### src/hdl/lds_pkg.sv
// package for the line-scan readout sequencer: timing counts, pixel counts, pin bundle
// assumes a single 100 MHz system clock; the scan clock arrives as a sampled pin
package lds_pkg;

  // ==========================================================================
  // scan timing, in falling edges of the scan clock
  // ==========================================================================
  localparam logic [4:0] LDS_FIRST_PIX_EDGE = 5'h12; // pixel 0 driven at edge 18, before 19th
  localparam logic [4:0] LDS_INT_START_EDGE = 5'h08; // edges after reset rise
  localparam logic [4:0] LDS_INT_END_EDGE = 5'h07;   // edges after reset fall
  localparam logic [4:0] LDS_EDGE_MAX = 5'h1F;       // counters saturate here
  localparam logic [1:0] LDS_LAST_PHASE = 2'h3;      // four scan clocks per pixel
  localparam logic [1:0] LDS_TRIG_ON_PHASE = 2'h1;   // trigger high after edge 19 ...
  localparam logic [1:0] LDS_TRIG_HOLD_PHASE = 2'h2; // ... and still high across edge 20

  // ==========================================================================
  // pixels per line for a two-inch unit, and buffering
  // ==========================================================================
  localparam int LDS_PIX_FINE = 128;
  localparam int LDS_PIX_COARSE = 64;
  localparam int LDS_FIFO_DEPTH = 32;
  localparam int LDS_PIX_W = 12;
  localparam int LDS_CNT_W = 10;

  // ==========================================================================
  // readout state, one-hot
  // ==========================================================================
  typedef enum logic [3:0] {
    LDS_ST_IDLE = 4'b0001,
    LDS_ST_LEAD = 4'b0010,
    LDS_ST_CHAIN = 4'b0100,
    LDS_ST_READ = 4'b1000
  } lds_state_t;

  // static and pulse pins from the controller, synchronised as one bundle
  typedef struct packed {
    logic scan_clk;
    logic scan_rst_n;
    logic chain_start_in_n;
    logic lead_follower_select;
    logic gain_select;
    logic pitch_select;
  } lds_pins_t;

endpackage : lds_pkg

### src/hdl/lds_readout.sv
// line-scan readout sequencer of a linear photodiode detector, plus its pixel FIFO
// assumes all controller pins are asynchronous to i_clk and the scan clock is far slower
`timescale 1ns/10ps

// ============================================================================
// pixel FIFO
// ============================================================================
module lds_fifo #(
  parameter int WIDTH = 12,
  parameter int DEPTH = 32
) (
  input wire logic i_clk,
  input wire logic i_rst,
  input wire logic i_in_valid,
  input wire logic [WIDTH-1:0] i_in_data,
  output logic o_in_ready,
  output logic o_out_valid,
  output logic [WIDTH-1:0] o_out_data,
  input wire logic i_out_ready
);
  localparam int AW = $clog2(DEPTH);

  logic [WIDTH-1:0] mem_q [DEPTH];
  logic [AW:0] wr_q;
  logic [AW:0] wr_d;
  logic [AW:0] rd_q;
  logic [AW:0] rd_d;
  logic push;
  logic pop;

  // full when pointers differ only in the wrap bit
  always_comb begin
    o_in_ready = !((wr_q[AW] != rd_q[AW]) && (wr_q[AW-1:0] == rd_q[AW-1:0]));
    o_out_valid = (wr_q != rd_q);
    o_out_data = mem_q[rd_q[AW-1:0]];
    push = i_in_valid && o_in_ready;
    pop = o_out_valid && i_out_ready;
    wr_d = push ? wr_q + 1'b1 : wr_q;
    rd_d = pop ? rd_q + 1'b1 : rd_q;
  end

  // pointers only; storage is written without reset to stay a plain RAM
  always_ff @(posedge i_clk or posedge i_rst) begin
    if (i_rst) begin
      wr_q <= '0;
      rd_q <= '0;
    end else begin
      wr_q <= wr_d;
      rd_q <= rd_d;
    end
  end

  always_ff @(posedge i_clk) begin
    if (push) begin
      mem_q[wr_q[AW-1:0]] <= i_in_data;
    end
  end
endmodule : lds_fifo

// ============================================================================
// readout sequencer
// ============================================================================
module lds_readout import lds_pkg::*; #(
  parameter int PIX_W = LDS_PIX_W,
  parameter int FIFO_DEPTH = LDS_FIFO_DEPTH,
  parameter int LEN_MULT = 1,      // 1 for two-inch, 2 for four-inch
  parameter bit COARSE_ONLY = 1'b0 // coarse-pitch-only build ignores pitch select
) (
  input wire logic i_clk,
  input wire logic i_rst,
  input wire logic i_scan_clk,
  input wire logic i_scan_rst_n,
  input wire logic i_chain_start_in_n,
  input wire logic i_lead_follower_select,
  input wire logic i_gain_select,
  input wire logic i_pitch_select,
  input wire logic i_pix_valid,
  input wire logic [PIX_W-1:0] i_pix_data,
  output logic o_pix_ready,
  output logic [PIX_W-1:0] o_video,
  output logic o_video_oe_n,
  output logic o_trig,
  output logic o_end_of_scan_out_n,
  output logic o_integrating,
  output logic o_high_gain,
  output logic o_underrun
);

  // pixels in a line for the latched pitch
  function automatic logic [LDS_CNT_W-1:0] lds_npix(input logic fine);
    if (fine && !COARSE_ONLY) begin
      lds_npix = LDS_CNT_W'(LDS_PIX_FINE * LEN_MULT);
    end else begin
      lds_npix = LDS_CNT_W'(LDS_PIX_COARSE * LEN_MULT);
    end
  endfunction : lds_npix

  // ==========================================================================
  // pin synchronisers and scan clock edge detect
  // ==========================================================================
  lds_pins_t pins_raw;
  lds_pins_t s1_q;
  lds_pins_t s2_q;
  logic sclk_prev_q;
  logic fall;

  always_comb begin
    pins_raw = '{scan_clk: i_scan_clk, scan_rst_n: i_scan_rst_n,
                 chain_start_in_n: i_chain_start_in_n,
                 lead_follower_select: i_lead_follower_select,
                 gain_select: i_gain_select, pitch_select: i_pitch_select};
    fall = sclk_prev_q && !s2_q.scan_clk;
  end

  // only the second stage is read by any logic
  always_ff @(posedge i_clk or posedge i_rst) begin
    if (i_rst) begin
      s1_q <= '{default: 1'b1};
      s2_q <= '{default: 1'b1};
      sclk_prev_q <= 1'b1;
    end else begin
      s1_q <= pins_raw;
      s2_q <= s1_q;
      sclk_prev_q <= s2_q.scan_clk;
    end
  end

  // ==========================================================================
  // pixel FIFO in the video path
  // ==========================================================================
  logic fifo_valid;
  logic [PIX_W-1:0] fifo_data;
  logic pop;

  lds_fifo #(.WIDTH(PIX_W), .DEPTH(FIFO_DEPTH)) u_fifo (
    .i_clk(i_clk),
    .i_rst(i_rst),
    .i_in_valid(i_pix_valid),
    .i_in_data(i_pix_data),
    .o_in_ready(o_pix_ready),
    .o_out_valid(fifo_valid),
    .o_out_data(fifo_data),
    .i_out_ready(pop)
  );

  // ==========================================================================
  // readout sequence
  // ==========================================================================
  lds_state_t st_q, st_d;
  logic [4:0] edge_q, edge_d;
  logic [4:0] rise_q, rise_d;
  logic [1:0] phase_q, phase_d;
  logic [LDS_CNT_W-1:0] pix_q, pix_d;
  logic [LDS_CNT_W-1:0] last_pix;
  logic [PIX_W-1:0] video_q, video_d;
  logic drive_q, drive_d;
  logic integ_q, integ_d;
  logic gain_q, gain_d;
  logic pitch_q, pitch_d;
  logic under_q, under_d;
  logic rstp_q, rstp_d;
  logic trig_q, trig_d;
  logic last_n_q, last_n_d;
  logic present;

  // everything moves only on a sampled scan clock falling edge
  always_comb begin
    st_d = st_q;
    edge_d = edge_q;
    rise_d = rise_q;
    phase_d = phase_q;
    pix_d = pix_q;
    video_d = video_q;
    drive_d = drive_q;
    integ_d = integ_q;
    gain_d = gain_q;
    pitch_d = pitch_q;
    under_d = under_q;
    rstp_d = rstp_q;
    present = 1'b0;
    pop = 1'b0;
    last_pix = lds_npix(pitch_q) - 1'b1;
    if (fall) begin
      rstp_d = s2_q.scan_rst_n;
      gain_d = s2_q.gain_select;
      edge_d = (edge_q == LDS_EDGE_MAX) ? edge_q : edge_q + 5'h01;
      rise_d = (rise_q == LDS_EDGE_MAX) ? rise_q : rise_q + 5'h01;
      if (rstp_q && !s2_q.scan_rst_n) begin
        // reset fall: new line, whatever was in progress is abandoned
        edge_d = '0;
        pix_d = '0;
        phase_d = '0;
        drive_d = 1'b0;
        under_d = 1'b0;
        pitch_d = s2_q.pitch_select;
        st_d = s2_q.lead_follower_select ? LDS_ST_LEAD : LDS_ST_CHAIN;
      end else begin
        if (!rstp_q && s2_q.scan_rst_n) begin
          rise_d = '0;
        end
        unique case (st_q)
          LDS_ST_IDLE: begin
          end
          LDS_ST_LEAD: begin
            present = (edge_d == LDS_FIRST_PIX_EDGE);
          end
          LDS_ST_CHAIN: begin
            present = !s2_q.chain_start_in_n;
          end
          LDS_ST_READ: begin
            phase_d = phase_q + 2'h1;
            if (phase_q == LDS_LAST_PHASE) begin
              if (pix_q == last_pix) begin
                st_d = LDS_ST_IDLE;
                drive_d = 1'b0;
              end else begin
                pix_d = pix_q + 1'b1;
                present = 1'b1;
              end
            end
          end
        endcase
      end
      // integration window trails the reset edges
      if (s2_q.scan_rst_n && rise_d == LDS_INT_START_EDGE) begin
        integ_d = 1'b1;
      end
      if (!s2_q.scan_rst_n && edge_d == LDS_INT_END_EDGE) begin
        integ_d = 1'b0;
      end
      if (present) begin
        st_d = LDS_ST_READ;
        phase_d = '0;
        drive_d = 1'b1;
        pop = fifo_valid;
        // an empty FIFO still keeps the slot; the word shows zero and is flagged
        video_d = fifo_valid ? fifo_data : '0;
        under_d = under_q || !fifo_valid;
      end
    end
    trig_d = (st_d == LDS_ST_READ) &&
             (phase_d == LDS_TRIG_ON_PHASE || phase_d == LDS_TRIG_HOLD_PHASE);
    last_n_d = !((st_d == LDS_ST_READ) && (pix_d == last_pix));
  end

  // state registers; edge and rise counters start saturated so no phantom edge fires at power-up
  always_ff @(posedge i_clk or posedge i_rst) begin
    if (i_rst) begin
      st_q <= LDS_ST_IDLE;
      edge_q <= LDS_EDGE_MAX;
      rise_q <= LDS_EDGE_MAX;
      phase_q <= '0;
      pix_q <= '0;
      video_q <= '0;
      drive_q <= 1'b0;
      integ_q <= 1'b0;
      gain_q <= 1'b0;
      pitch_q <= 1'b0;
      under_q <= 1'b0;
      rstp_q <= 1'b1;
      trig_q <= 1'b0;
      last_n_q <= 1'b1;
    end else begin
      st_q <= st_d;
      edge_q <= edge_d;
      rise_q <= rise_d;
      phase_q <= phase_d;
      pix_q <= pix_d;
      video_q <= video_d;
      drive_q <= drive_d;
      integ_q <= integ_d;
      gain_q <= gain_d;
      pitch_q <= pitch_d;
      under_q <= under_d;
      rstp_q <= rstp_d;
      trig_q <= trig_d;
      last_n_q <= last_n_d;
    end
  end

  // outputs straight from flops
  always_comb begin
    o_video = video_q;
    o_video_oe_n = !drive_q; // low while this unit owns the shared video line
    o_trig = trig_q;
    o_end_of_scan_out_n = last_n_q;
    o_integrating = integ_q;
    o_high_gain = gain_q;
    o_underrun = under_q;
  end

endmodule : lds_readout

### config.mk
export PLATFORM = sky130hd
export DESIGN_NAME = lds_readout
export DESIGN_NICKNAME = d
export VERILOG_FILES = /design/src/hdl/lds_pkg.sv /design/src/hdl/lds_readout.sv
export SDC_FILE = /design/constraint.sdc
export NUM_CORES = 1
export LEC_CHECK = 0
export BUFFER_PORTS_ARGS = -buffer_cell sky130_fd_sc_hd__buf_2
export CAP_MARGIN = 10
export CORE_AREA = 2 2 217 219
export CTS_CLUSTER_SIZE = 30
export DETAILED_ROUTE_END_ITERATION = 8
export DIE_AREA = 0 0 219 221
export SLEW_MARGIN = 20
export SYNTH_ARGS = -nofsm -noshare
export SYNTH_HDL_FRONTEND = slang
export SYNTH_HIERARCHICAL = 1
export SYNTH_SLANG_ARGS = --single-unit
### constraint.sdc
create_clock -name i_clk -period 7 [get_ports i_clk]
set_input_delay 1.05 -clock i_clk [delete_from_list [all_inputs] [get_ports i_clk]]
set_output_delay 1.05 -clock i_clk [all_outputs]
set_load 0.01 [all_outputs]
==> impl_results.md <==
- Vias in the first global route: 10126
- Maximum VDD drop: 0.239 mV
- Crit path max-delay family: flip-flops
- H-tree depth: 2
- CP Class: flop to primary output
- Mapped Nets: 1255
- Commonest cells after routing, fill and taps aside: 384 x edfxtp_1, 193 x mux2i_1, 85 x a22oi_1
- # rows: 79
- Gate Count Post-Synth: 1225
- Initial core utilization: 0.405
- Buffers on Ports: 39
- Worst endpoint required time: 5.95 ns
- Crit-path slowest cell: dfrtp_4
- Vias: 10564
- Initial antenna violation count: 0
- Hpwl dp: 26500 um
- Main synth FF type: edfxtp_1
- Synthesized area per cell: 15.2 um2
- Normalized max-slew margin: 0.218
- Total gr overflow: 0
- CP Capture Type: primary output
- WP buf/inv: 1
- Worst clock skew: 0.0245 ns
- Critical Path Source Type: flop
- Crit path cell chain: xnor2_1, nand3_1, or3_1, buf_2
- Final Hold Viols: 0
- Post-Syn Area: 18700 um2
- Synthesis-to-layout area growth: 11.8%
- Post-synthesis async set-or-reset flop share: 0.156
- First-pass GRT wire length: 63600 um
- ANT cells: 0
- Final ANT Viol Nets: 0
- Reg2Reg Setup Slack: 3.53 ns
- Crit-path max cell delay: 0.96 ns
- CTS root buf: clkbuf_16
- Slew @ Worst Pin: 1.17 ns
- GR Util All Layers: 0.179
- RSZ-0062 raised after global routing: no
- DRC errors left: 0
- Worst reg2reg path startpoint: u_fifo/rd_q[0]
- Starting DRC count in detailed routing: 1173
- CTS buffer count: 47
- Core ar.: 46100 um2
- TritonRoute pass-1 iters: 7
- Final period utilization: 0.513
- Synth area leader: edfxtp_1
- Synth warnings: 6
- Routed WL per cell: 23.1 um
- TritonCTS clock tree: built
- Hold_buf cts: 0
- Die ar.: 48400 um2
- Crit path DAT: 2.54 ns
- Synth top area cells: edfxtp_1 62%, mux2i_1 10%, dfrtp_1 6.0%
- Area fraction of the dominant cell type after synthesis: 0.617
- Share of layout cells above drive strength 1: 0.125
- Clk_lat worst skew: 0.59 ns
- Final hold slack: 0.358 ns
- Critical-path maximum fanout: 48
- Status: finished clean
- Synth cell types: 63
- Pin count of the biggest net entering global routing: 101
- Pwr Total: 7.36 mW
- Max Slew Vio Count: 0
- FILL cells: 4086
- Die height: 221 um
- Upper clock frequency limit: 0.279 GHz
- Postcts setup bufs: 0
- Max-cap violations: 0
- Seq cells post-synth: 455
- # IOs: 40
- Post-CTS Resized: 0
- Final setup vio count: 0
- Die W: 219 um
- Post-Route WL: 43800 um
- Final min period: 3.59 ns
- Largest buffer count on any clock path: 3
- Sequential share of the synthesized area: 0.714
- Hold crit path type: flop to flop
- Commonest non-fill, non-tap cell in the layout: edfxtp_1
- Sink Count: 455
- Pleak: 7.11 nW
- CTS clock-pin slew for the worst setup and hold paths: 0.06 ns
- Post-synth EDFFs: 384
- Placer's final routability congestion estimate: 0.847
- PD cells: 352 nW/um2
- Hold_sp: s1_q[1]
- Vias per cell: 5.57
- CP startpoint: u_fifo/rd_q[0]
- Total Nets Final: 1282
- Setup TNS: 0 ns
[kinds of logic after synthesis]
kind of cell / count (synthesis) / synth area share
buffers and inverters: 82 / 0.0222
adders and majority gates: 9 / 0.00603
muxes: 196 / 0.105
xor gates and xnor gates: 22 / 0.0103
and+or+nand+nor: 274 / 0.0730
DFF: 455 / 0.714
AOI/OAI and AO/OA: 187 / 0.0688
[metrics by stage]
step           setup slack [ns]  instance area, um2   util  instances
2_1_floorplan              4.11               18700      -       1225
3_3_place_gp               3.63               19400  0.420       1809
3_5_place_dp               3.55               19400  0.420       1809
4_1_cts                    3.34               20900  0.453       1895
5_1_grt                    3.31               20900  0.453       1896
6_report                   3.41               20900  0.453       1896
[layout make-up]
| type | instances | area, um2 | area share |
|---|---|---|---|
| flip-flops and latches | 455 | 13300 | 0.639 |
| well taps | 607 | 759 | 0.0364 |
| clock inverters | 22 | 236 | 0.0113 |
| inverters | 12 | 45.0 | 0.00216 |
| clock buffers | 64 | 1260 | 0.0604 |
| repair buffers | 48 | 288 | 0.0138 |
| multi-input cells | 688 | 4950 | 0.237 |
[path summary, 6_finish.rpt]
path,endpoint,cells after the start
hold reg to reg,s2_q[1],0
hold / removal,s2_q[1],0
setup reg to reg,u_fifo/mem_q[14][10],5
max in group asynchronous,pix_q[8],3
min in group asynchronous,u_fifo/rd_q[0],2
setup / recovery,o_pix_ready,4
[routing by layer]
metal	wire length, um	GRT usage
met2	19800	0.271
met1	19700	0.255
met5	0	0
met4	1390	0.0671
met3	3000	0.0345
[Yosys cell counts, types with 5 or more instances]
cell type  instances
a21oi_1           25
a22oi_1           85
a31oi_1            9
a41oi_1            5
and3_1             6
buf_2             25
buf_4             14
clkbuf_1          27
dfrtp_1           45
dfstp_2           26
edfxtp_1         384
ha_1               9
inv_1             12
mux2i_1          193
nand2_1           70
nand2b_1           5
nand3_1           61
nand4_1           22
nor2_1            61
nor2b_1            7
nor3_1             5
nor4_1             6
o21ai_0           27
xnor2_1           14
xor2_1             8
[where the power goes]
group          internal, mW  total (mW)  switching (mW)
clock network          1.41        2.42            1.00
logic                 0.605        1.52           0.915
registers              3.20        3.42           0.220
[registers in the layout (all words and copies together) (netlist names)]
signal	count
s1_q	6
st_q	4
o_integrating	1
o_end_of_scan_out_n	1
u_fifo/mem_q	384
pix_q	10
s2_q	6
rstp_q	1
o_high_gain	1
drive_q	1
o_video	12
phase_q	2
edge_q	5
pitch_q	1
sclk_prev_q	1
u_fifo/wr_q	6
rise_q	5
u_fifo/rd_q	6
o_trig	1
o_underrun	1
Power figures use the tool's default switching activity.
